### config.mk
export PLATFORM = sky130hd
export DESIGN_NAME = ppm_ctrl
export DESIGN_NICKNAME = d
export VERILOG_FILES = /design/src/hw/ppm_ctrl.v
export VERILOG_INCLUDE_DIRS = /design/src /design/src/hw
export SDC_FILE = /design/constraint.sdc
export NUM_CORES = 1
export LEC_CHECK = 0
export BUFFER_PORTS_ARGS = -buffer_cell sky130_fd_sc_hd__buf_4
export CAP_MARGIN = 40
export CORE_MARGIN = 8
export CORE_UTILIZATION = 40
export DETAILED_ROUTE_END_ITERATION = 10
export HOLD_SLACK_MARGIN = 0.12
export PLACE_DENSITY = 0.65
export RECOVER_POWER = 100
export SKIP_CTS_REPAIR_TIMING = 1
export SYNTH_ARGS = -nofsm -noshare
export SYNTH_HDL_FRONTEND = slang
export SYNTH_SLANG_ARGS = --single-unit
### constraint.sdc
create_clock -name i_ref_clk -period 2.3 [get_ports i_ref_clk]
set_input_delay 0.46 -clock i_ref_clk [delete_from_list [all_inputs] [get_ports i_ref_clk]]
set_output_delay 0.46 -clock i_ref_clk [all_outputs]
set_load 0.005 [all_outputs]
### src/hw/ppm_defs.vh
// Constants for the push-pull protection and mode controller.
// Assumes a 125 MHz reference clock; included by the controller file.
`ifndef PPM_DEFS_VH
`define PPM_DEFS_VH

// Reference clock period
`define PPM_CLK_NS        8

// Counts are sized to their counters (16-bit, 3-bit for sync edges) so nothing is truncated
// Overvoltage stop response, 550 ns rounded up to 69 cycles
`define PPM_OV_DELAY_NS   550
`define PPM_OV_DELAY_CYC  16'h0045

// Soft-short hiccup off time, 100 ns rounded up to 13 cycles
`define PPM_HICCUP_NS     100
`define PPM_HICCUP_CYC    16'h000D

// Hard-short trigger response, 65 ns rounded up to 9 cycles
`define PPM_HARD_RESP_NS  65
`define PPM_HARD_RESP_CYC 16'h0009

// Hard-short persistence limit, 200 us is 25000 cycles
`define PPM_HARD_LONG_US  200
`define PPM_HARD_LONG_CYC 16'h61A8

// Enable glitch filter, 5 us is 625 cycles
`define PPM_EN_FILT_NS    5000
`define PPM_EN_FILT_CYC   16'h0271

// Break-before-make dead time, 70 ns rounded up to 9 cycles
`define PPM_DEAD_NS       70
`define PPM_DEAD_CYC      16'h0009

// External clock loss timeout, in cycles (plain default of 1250)
`define PPM_SYNC_LOSS_CYC 16'h04E2

// Internal oscillator half period, 62 cycles (about 1 MHz oscillator)
`define PPM_OSC_HALF_CYC  16'h003E

// External clock edges counted before taking sync mode
`define PPM_SYNC_DET_EDGES 3'h5

// Number of synchronised input flags
`define PPM_NFLAG         13

`endif

### src/hw/ppm_ctrl.v
// Protection and mode control for a push-pull transformer driver.
// Assumes analog comparators deliver clean threshold flags on pins;
// every flag is resynchronised to i_ref_clk before use.
`timescale 1ns/1ns
`include "ppm_defs.vh"

// Summary of operation
// - Supply above overvoltage rising level stops switching after 550 ns.
// - Overvoltage stop holds until supply falls below the falling level.
// - Cycle-by-cycle overcurrent on both switches, off during soft-start.
// - Soft short: each trip turns both switches off 100 ns, then retries.
// - Deep soft-start dip means hard short, 5 A trip, 65 ns response.
// - Hard short over 200 us discharges soft-start, then restarts it.
// - Switching needs enable above its level and supply above lockout.
// - Enable pulses shorter than 5 us change nothing.
// - Floating enable is pulled low, keeping shutdown.
// - Thermal trip above 180 C stops switching until below 147 C.
// - Soft-start launches at power-up and every enable rising edge.
// - Operation mode only after enable, supply and soft-start done.
// - Disabled or supply below 2.8 V: both drain outputs high impedance.
// - Sync mode divides the external clock by two for the drives.
// - Falls back to internal clock after the sync-loss timeout.
// - Five external clock cycles are detected before entering sync.
// - Sync mode disables duty control and spread modulation.
// - About 70 ns dead time between the two alternating drives.
// - Floating external clock pin halts switching.
module ppm_ctrl #(
  parameter [15:0] HARD_LONG_CYC = `PPM_HARD_LONG_CYC,
  parameter [15:0] EN_FILT_CYC   = `PPM_EN_FILT_CYC,
  parameter [15:0] SYNC_LOSS_CYC = `PPM_SYNC_LOSS_CYC,
  parameter [15:0] OSC_HALF_CYC  = `PPM_OSC_HALF_CYC
) (
  input  wire i_ref_clk,
  input  wire i_rst,
  input  wire i_enable_threshold_pin,
  input  wire i_supply_lockout_ok,
  input  wire i_ov_above_rise,
  input  wire i_ov_above_fall,
  input  wire i_temp_above_trip,
  input  wire i_temp_above_release,
  input  wire i_overcurrent_trip,
  input  wire i_hard_trip,
  input  wire i_softstart_dip_deep,
  input  wire i_softstart_done,
  input  wire i_softstart_empty,
  input  wire i_ext_clk,
  input  wire i_ext_clk_floating,
  output reg  o_drain_out_a,
  output reg  o_drain_out_b,
  output reg  o_drain_out_a_oe,
  output reg  o_drain_out_b_oe,
  output reg  o_softstart_run,
  output reg  o_softstart_discharge,
  output wire o_enable_pulldown,
  output reg  o_duty_control_en,
  output reg  o_spread_modulation_en,
  output reg  o_sync_mode,
  output reg  o_operating,
  output reg  o_overvoltage_guard,
  output reg  o_thermal_trip,
  output reg  o_hard_short
);

  localparam [3:0] ST_OFF   = 4'h1;
  localparam [3:0] ST_SOFT  = 4'h2;
  localparam [3:0] ST_RUN   = 4'h4;
  localparam [3:0] ST_DISCH = 4'h8;

  localparam [15:0] OV_DELAY  = `PPM_OV_DELAY_CYC;
  localparam [15:0] HICCUP    = `PPM_HICCUP_CYC;
  localparam [15:0] HARD_RESP = `PPM_HARD_RESP_CYC;
  localparam [15:0] DEAD      = `PPM_DEAD_CYC;
  localparam [2:0]  DET_EDGES = `PPM_SYNC_DET_EDGES;
  localparam        NF        = `PPM_NFLAG;

  wire [NF-1:0] raw;
  reg  [NF-1:0] sync_a;
  reg  [NF-1:0] sync_b;

  // Floating enable reads low through this weak pull-down
  // pull-down always on
  assign o_enable_pulldown = 1'b1;

  assign raw = {i_ext_clk_floating, i_ext_clk, i_softstart_empty,
                i_softstart_done, i_softstart_dip_deep, i_hard_trip,
                i_overcurrent_trip, i_temp_above_release,
                i_temp_above_trip, i_ov_above_fall, i_ov_above_rise,
                i_supply_lockout_ok, i_enable_threshold_pin};

  // Two-stage synchroniser per input flag
  genvar g;
  generate
    for (g = 0; g < NF; g = g + 1)
    begin : g_sync
      always @(posedge i_ref_clk)
      begin
        if (i_rst)
        begin
          sync_a[g] <= 1'b0;
          sync_b[g] <= 1'b0;
        end
        else
        begin
          sync_a[g] <= raw[g];
          sync_b[g] <= sync_a[g];
        end
      end
    end
  endgenerate

  wire en_raw    = sync_b[0];
  wire sup_ok    = sync_b[1];
  wire ov_rise   = sync_b[2];
  wire ov_fall   = sync_b[3];
  wire t_trip    = sync_b[4];
  wire t_rel     = sync_b[5];
  wire oc_trip   = sync_b[6];
  wire hard_trip = sync_b[7];
  wire dip_deep  = sync_b[8];
  wire ss_done   = sync_b[9];
  wire ss_empty  = sync_b[10];
  wire ext_clk   = sync_b[11];
  wire clk_float = sync_b[12];

  reg [3:0]  state;
  reg [3:0]  next_state;
  reg        en_filt;
  reg [15:0] en_cnt;
  reg [15:0] ov_cnt;
  reg [15:0] hic_cnt;
  reg [15:0] hard_cnt;
  reg [15:0] long_cnt;
  reg [15:0] gap_cnt;
  reg [15:0] osc_cnt;
  reg [15:0] dead_cnt;
  reg [2:0]  det_cnt;
  reg        ext_prev;
  reg        phase;

  wire ext_edge = ext_clk & ~ext_prev;
  wire hard_cond = dip_deep & hard_trip;
  wire long_hit = (long_cnt >= HARD_LONG_CYC);
  wire osc_tick = (osc_cnt == OSC_HALF_CYC - 16'h0001);
  wire tick = o_sync_mode ? ext_edge : osc_tick;
  wire active = (state == ST_SOFT) | (state == ST_RUN);

  wire permit = active & sup_ok & en_filt & ~o_overvoltage_guard &
                ~o_thermal_trip & ~o_hard_short & ~clk_float;

  // Enable glitch filter: change only after a stable differing level
  // 5 us enable filter
  always @(posedge i_ref_clk)
  begin
    if (i_rst)
    begin
      en_filt <= 1'b0;
      en_cnt  <= 16'h0000;
    end
    else if (en_raw == en_filt)
      en_cnt <= 16'h0000;
    else if (en_cnt >= EN_FILT_CYC - 16'h0001)
    begin
      en_filt <= en_raw;
      en_cnt  <= 16'h0000;
    end
    else
      en_cnt <= en_cnt + 16'h0001;
  end

  // Overvoltage stop with delayed set and hysteretic release
  always @(posedge i_ref_clk)
  begin
    if (i_rst)
    begin
      ov_cnt              <= 16'h0000;
      o_overvoltage_guard <= 1'b0;
    end
    else
    begin
      ov_cnt <= ov_rise ? ((ov_cnt < OV_DELAY) ? ov_cnt + 16'h0001
                                                : ov_cnt)
                        : 16'h0000;
      if (ov_rise && ov_cnt >= OV_DELAY - 16'h0001)
        o_overvoltage_guard <= 1'b1;
      else if (!ov_fall)
        o_overvoltage_guard <= 1'b0;
    end
  end

  // Thermal trip latch, set wins over release
  always @(posedge i_ref_clk)
  begin
    if (i_rst)
      o_thermal_trip <= 1'b0;
    else if (t_trip)
      o_thermal_trip <= 1'b1;
    else if (!t_rel)
      o_thermal_trip <= 1'b0;
  end

  // Hard-short detection and persistence timing
  always @(posedge i_ref_clk)
  begin
    if (i_rst)
    begin
      hard_cnt     <= 16'h0000;
      long_cnt     <= 16'h0000;
      o_hard_short <= 1'b0;
    end
    else
    begin
      hard_cnt <= hard_cond ? ((hard_cnt < HARD_RESP)
                               ? hard_cnt + 16'h0001 : hard_cnt)
                            : 16'h0000;
      o_hard_short <= hard_cond & (hard_cnt >= HARD_RESP - 16'h0001);
      if (!o_hard_short)
        long_cnt <= 16'h0000;
      else if (!long_hit)
        long_cnt <= long_cnt + 16'h0001;
    end
  end

  // Soft-short hiccup: off window retriggered by each trip in ST_RUN without a deep dip
  always @(posedge i_ref_clk)
  begin
    if (i_rst)
      hic_cnt <= 16'h0000;
    else if (oc_trip && !dip_deep && state == ST_RUN)
      hic_cnt <= HICCUP;
    else if (hic_cnt != 16'h0000)
      hic_cnt <= hic_cnt - 16'h0001;
  end

  // External clock detection, loss timeout and mode choice
  always @(posedge i_ref_clk)
  begin
    if (i_rst)
    begin
      ext_prev    <= 1'b0;
      det_cnt     <= 3'h0;
      gap_cnt     <= 16'h0000;
      o_sync_mode <= 1'b0;
    end
    else
    begin
      ext_prev <= ext_clk;
      if (ext_edge)
      begin
        gap_cnt <= 16'h0000;
        if (!o_sync_mode && det_cnt == DET_EDGES - 3'h1)
          o_sync_mode <= 1'b1;
        else if (!o_sync_mode)
          det_cnt <= det_cnt + 3'h1;
      end
      else if (gap_cnt >= SYNC_LOSS_CYC - 16'h0001)
      begin
        o_sync_mode <= 1'b0;
        det_cnt     <= 3'h0;
      end
      else
        gap_cnt <= gap_cnt + 16'h0001;
    end
  end

  // Internal oscillator and phase toggle with dead time
  always @(posedge i_ref_clk)
  begin
    if (i_rst)
    begin
      osc_cnt  <= 16'h0000;
      phase    <= 1'b0;
      dead_cnt <= DEAD;
    end
    else
    begin
      osc_cnt <= osc_tick ? 16'h0000 : osc_cnt + 16'h0001;
      if (tick)
      begin
        phase    <= ~phase;
        dead_cnt <= DEAD;
      end
      else if (dead_cnt != 16'h0000)
        dead_cnt <= dead_cnt - 16'h0001;
    end
  end

  // Mode sequencing
  always @*
  begin
    next_state = state;
    case (state)
      ST_OFF:
        if (en_filt && sup_ok)
          next_state = ST_SOFT;
      ST_SOFT:
        if (!en_filt || !sup_ok)
          next_state = ST_OFF;
        else if (long_hit)
          next_state = ST_DISCH;
        else if (ss_done)
          next_state = ST_RUN;
      ST_RUN:
        if (!en_filt || !sup_ok)
          next_state = ST_OFF;
        else if (long_hit)
          next_state = ST_DISCH;
      ST_DISCH:
        if (!en_filt || !sup_ok)
          next_state = ST_OFF;
        else if (ss_empty && !hard_cond)
          next_state = ST_SOFT;
      default:
        next_state = ST_OFF;
    endcase
  end

  // State register and registered outputs
  always @(posedge i_ref_clk)
  begin
    if (i_rst)
    begin
      state                  <= ST_OFF;
      o_drain_out_a          <= 1'b0;
      o_drain_out_b          <= 1'b0;
      o_drain_out_a_oe       <= 1'b0;
      o_drain_out_b_oe       <= 1'b0;
      o_softstart_run        <= 1'b0;
      o_softstart_discharge  <= 1'b0;
      o_duty_control_en      <= 1'b1;
      o_spread_modulation_en <= 1'b1;
      o_operating            <= 1'b0;
    end
    else
    begin
      state <= next_state;
      o_drain_out_a <= permit & (hic_cnt == 16'h0000) &
                       (dead_cnt == 16'h0000) & ~phase;
      o_drain_out_b <= permit & (hic_cnt == 16'h0000) &
                       (dead_cnt == 16'h0000) & phase;
      o_drain_out_a_oe <= (state != ST_OFF) & en_filt & sup_ok;
      o_drain_out_b_oe <= (state != ST_OFF) & en_filt & sup_ok;
      o_softstart_run <= (state == ST_SOFT);
      o_softstart_discharge <= (state == ST_DISCH);
      // no duty or spread in sync
      o_duty_control_en      <= ~o_sync_mode;
      o_spread_modulation_en <= ~o_sync_mode;
      o_operating <= (state == ST_RUN);
    end
  end

endmodule

==> run metrics, run 1 <==
Num CTS Buffers 17; Max Root-Sink Buffers 2; die width 148 µm; # setup viols final 0; TritonCTS clock tree built; Antenna Cells 0; share of layout cells above drive strength 1 9.78%; Fmax 464 MHz; Worst Hold Class primary input to flip-flop; Worst-Margin Slew 0.726 ns; H-Tree Depth 4; Slew HR 51.6%; WP data required 2.62 ns; Final ANT Viol Nets 0; Core Footprint 0.0172 mm²; Vias 4976; critical path data arrival time 2.47 ns; vias in the first global route 4681; Final Wtd Congestion 0.812; initial drt markers 238; initial core utilization 40.7%; First-pass DRT Iterations 4; Distinct cells, synth 53; clock skew 0.00630 ns; status finished clean; row count 48; Clk pin slew, worst setup/hold paths 0.06 ns; # DRC 0; synthesized cell area 0.00698 mm²; Critical Path Sink Type flip-flop; gr ovfl total 0; IO Pins 29; mean post-synth cell area 9.21 µm²; dominant synthesized flop cell dfxtp_1; sequential area share after synthesis 50.2%; most frequent cells in the layout dfxtp_1, nor2_1, nand2_1, xnor2_1, nor2b_1; Hold Slack 0.241 ns; dpl ws 0.182 ns; detailed placement HPWL 8.47 mm; # clock sinks 175; area delta synth->final 15.0%; period utilization 93.7%; synth warn 0; Nets 838; Yosys reg bits 175; largest net degree at the start of global routing 34; Post-synth EDFFs 0; CTS Root Cell clkbuf_16; setup repair after global routing missed its margin false; clock period minus worst slack 2.15 ns; Synth async-reset ratio 0%; largest cells by area after synthesis dfxtp_1, nor2_1, xnor2_1; maximum capacitance violations 0; leading cell type in the layout, fill and taps excluded dfxtp_1; final worst slack 0.146 ns; max-slew violations 0; cells after synthesis 758; WL per Instance 11.8 µm; critical path class flip-flop to flip-flop; leakage power 2.94 nW; CP Max Fanout 7; Chip Height 148 µm; Clk Latency, worst-skew pair 0.42 ns; initial antenna violation count 0; Via density 4.77; Die Area 0.0219 mm²; peak supply drop 0.000608 V; top-area cell type share of the netlist area 50.2%; Worst setup SP type flip-flop; Final Hold Vio Count 0; biggest area consumer among synthesized cells dfxtp_1; pwr dens 878 mW/mm²; setup_tns 0 ns; fillers 1672; first-pass GRT wire length 21.6 mm; Total GRT Usage 11.9%; input/output buffers 27; Routed WL 12.3 mm
## registers in the layout (all words and copies together), names as in the netlist, 13 cells and up
register,cells
dead_cnt,16
ov_cnt,16
en_cnt,16
long_cnt,16
gap_cnt,16
osc_cnt,16
hard_cnt,16
hic_cnt,16
sync_a,13
## final timing paths
check | cells past startpoint | slack [ns] | endpoint | startpoint
setup / recovery | 7 | 0.15 | gap_cnt[9]$_SDFFE_PP0N_ | gap_cnt[0]$_SDFFE_PP0N_
hold / removal | 2 | 0.24 | sync_a[5]$_SDFF_PP0_ | i_temp_above_release
setup reg to reg | 7 | 0.15 | gap_cnt[9]$_SDFFE_PP0N_ | gap_cnt[0]$_SDFFE_PP0N_
hold reg to reg | 1 | 0.44 | t_trip$_SDFF_PP0_ | sync_a[4]$_SDFF_PP0_
## cell type report
| cell class | instances | area [µm²] | area share (%) |
|---|---|---|---|
| clock inverter | 13 | 116 | 1.45 |
| inverter | 25 | 93.8 | 1.17 |
| tap | 225 | 282 | 3.51 |
| sequential | 175 | 3500 | 43.6 |
| timing repair buffer | 43 | 299 | 3.72 |
| clock buffer | 18 | 439 | 5.47 |
| multi-input combinational | 544 | 3300 | 41.0 |
## Yosys cell counts (all sizes together) (19+ instances only)
cell type	number
xnor2	41
nand3	28
nor3	22
inv	25
nand2	52
and2	25
nor2b	38
xor2	19
dfxtp	175
a21oi	32
nor2	118
## report_power, final
group	total, mW	internal, mW	switching (mW)
registers	3.32	3.19	0.135
clock network	2.69	1.51	1.18
logic	1.04	0.459	0.579
total	7.05	5.16	1.89
## per-layer routing
layer | part of all wire (%) | routed length [µm] | vias up | track usage (%)
met2 | 43 | 5320 | 52 | 18.2
met4 | 2.0 | 246 | 0 | 5.97
met1 | 52 | 6380 | 2238 | 15.2
met5 | 0 | 0 | - | 0
li1 | - | - | 2668 | -
met3 | 2.6 | 317 | 18 | 3.01
## critical path, cell delays in order, from the launching register on
cell,delay [ns]
dfxtp_1,0.37
ha_1,0.21
or4b_1,0.46
o2111a_1,0.33
buf_4,0.19
nor4_2,0.30
xnor2_1,0.15
nor2_1,0.05
## cell families (layout without fill, tap and decap cells)
kind of cell,Yosys count,count (layout),share of synthesized area (%)
AOI/OAI and AO/OA,78,78,6.86
xor gates and xnor gates,60,60,7.52
adders and majority gates,17,17,3.05
buffers and inverters,44,99,2.63
DFF,175,175,50.2
muxes,9,9,1.31
other,2,7,0.108
and+or+nand+nor,373,373,28.4
## metrics by stage
step	power (mW)	util (%)	area, µm²	cells
finish	7.05	46.7	8030	1043
global route	7.42	46.7	8030	1043
CTS	7.15	47.0	8070	1043
detailed placement	4.43	43.8	7520	1012
global placement	4.42	43.8	7520	1012
floorplan	4.15	-	7000	763
(Power assumes the default switching activity.)
==> run 2: changes to the inputs <==
Settings changed: PLACE_DENSITY 0.65 to 0.55.
==> run 2 against run 1 <==
Effect of this change:
- clock skew shrank 0.0011 ns
- global-route usage is 0.86 points higher
- sequential power barely moved
- combinational power hardly changed
- worst setup slack better by 0.00063 ns
- cell count did not move
- routed wire length rose by 7.8%
- hold slack better by 0.0036 ns
==> run metrics, run 2 (synthesized netlist as in run 1, its figures left out) <==
status finished clean; Die Area 0.0219 mm² (unchanged); Via density 4.95 (+3.7%); Total GRT Usage 12.7% (+0.86 points); first-pass GRT wire length 23.2 mm (+7.4%); Final Wtd Congestion 0.798 (-1.7%); cell area after layout 0.00802 mm² (-0.12%); Vias 5161 (+3.7%); Fmax 464 MHz (about the same); maximum capacitance violations 0 (unchanged); # clock sinks 175 (unchanged); Sw Pwr 1.91 mW (+0.59%); Worst setup SP type flip-flop; # DRC 0 (unchanged); final worst slack 0.146 ns (+0.000632 ns); Logic pwr share 14.2% (-0.5 points); Post-Place Cells 1011 (-0.099%); Chip Height 148 µm (unchanged); period utilization 93.6% (about the same); vias in the first global route 4974 (+6.3%); max-slew violations 0 (unchanged); # setup viols final 0 (unchanged); critical path class flip-flop to flip-flop; Net Sw Frac 26.7% (-0.13 points); TritonCTS clock tree built; Slew HR 28.1% (-23 points); CP Max Fanout 12 (+5); Worst Hold Class primary input to flip-flop; setup_tns 0 ns (unchanged); Core Footprint 0.0172 mm² (unchanged); WL per Instance 12.7 µm (+7.8%); Nets 837 (-0.12%); H-Tree Depth 4 (unchanged); initial antenna violation count 0 (unchanged); Final Hold Vio Count 0 (unchanged); initial drt markers 263 (+11%); Worst-Margin Slew 1.08 ns (+0.352 ns); detailed placement HPWL 9.39 mm (+11%); Antenna Cells 0 (unchanged); share of layout cells above drive strength 1 9.17% (-0.61 points); pwr dens 889 mW/mm² (+1.2%); dpl ws 0.0269 ns (-0.155 ns); die width 148 µm (unchanged); Num CTS Buffers 17 (unchanged); most frequent cells in the layout dfxtp_1, nor2_1, nand2_1, xnor2_1, nor2b_1; largest net degree at the start of global routing 26 (-24%); leakage power 2.93 nW (-0.33%); CTS Root Cell clkbuf_16; input/output buffers 27 (unchanged); area delta synth->final 14.8%; Clk pin slew, worst setup/hold paths 0.07 ns (about the same); clock period minus worst slack 2.15 ns (-0.000632 ns); peak supply drop 0.000544 V (-10%); Final ANT Viol Nets 0 (unchanged); Clk pwr share 39.2% (+1.0 points); initial core utilization 40.7% (unchanged); row count 48 (unchanged); gr ovfl total 0 (unchanged); setup repair after global routing missed its margin false; IO Pins 29 (unchanged); Critical Path Sink Type flip-flop; clock skew 0.00524 ns (-0.00106 ns); Routed WL 13.2 mm (+7.8%); Clk Latency, worst-skew pair 0.42 ns (about the same); Flop pwr share 46.6% (-0.5 points); Max Root-Sink Buffers 2 (unchanged); Final Non-Filler Cells 1043 (unchanged); Pint 5.22 mW (+1.3%); First-pass DRT Iterations 4 (unchanged); WP data required 2.60 ns (-0.02 ns); critical path data arrival time 2.46 ns (about the same); fillers 1670 (-0.12%); leading cell type in the layout, fill and taps excluded dfxtp_1; post-placement cell area 0.00751 mm² (about the same)
-- run 2: cell types whose count changed in the layout (fill, tap and decap cells not counted), sizes merged --
| cell | before | now |
|---|---|---|
| clkinvlp | 6 | 4 |
| buf | 24 | 22 |
| inv | 27 | 28 |
| clkbuf | 37 | 38 |
| clkinv | 4 | 5 |
| bufinv | 1 | 2 |
-- run 2: cell type report --
cell class / count / area [µm²] / share of cell area, %
clock buffers: 18 / 429 / 5.35
clock inverters: 14 / 141 / 1.76
inverters: 25 / 93.8 / 1.17
multi-input cells: 544 / 3290 / 41.0
flip-flops and latches: 175 / 3500 / 43.7
well taps: 225 / 282 / 3.51
repair buffers: 42 / 283 / 3.53
-- run 2: per-stage QoR --
step                      power (mW)  hold slack [ns]  util, %
after global routing            7.50            0.235     46.7
after detailed placement        4.43            0.428     43.7
after global placement          4.40            0.426     43.7
final                           7.13            0.244     46.7
after CTS                       7.25            0.228     47.0
after floorplan                 4.15            0.413        -
-- run 2: final timing paths --
| kind | from | endpoint | slack, ns | cells past startpoint |
|---|---|---|---|---|
| max | gap_cnt[0]$_SDFFE_PP0N_ | gap_cnt[5]$_SDFFE_PP0N_ | 0.15 | 7 |
| min | i_ext_clk | sync_a[11]$_SDFF_PP0_ | 0.24 | 2 |
| max reg2reg | gap_cnt[0]$_SDFFE_PP0N_ | gap_cnt[5]$_SDFFE_PP0N_ | 0.15 | 7 |
| min reg2reg | sync_a[3]$_SDFF_PP0_ | ov_fall$_SDFF_PP0_ | 0.44 | 1 |
-- run 2: per-layer routing --
layer  track usage [%]  part of all wire [%]
met3              3.40                   3.0
met5                 0                     0
met4              5.46                   1.5
met1              15.7                    49
met2              20.7                    46
-- run 2: power by group through the flow --
stage               sequential (mW)  combinational [mW]  clock [mW]
floorplan                      3.36               0.787           0
global placement               3.38                1.02           0
detailed placement             3.39                1.04           0
CTS                            3.33                1.05        2.88
global route                   3.34                1.15        3.00
finish                         3.32                1.01        2.80
-- run 2: critical path, stage by stage (launching register included) --
cell	delay, ns
dfxtp_1	0.37
ha_1	0.21
or4b_1	0.47
o2111a_2	0.36
nor3_1	0.26
clkbuf_4	0.19
xnor2_1	0.11
nor2_1	0.05
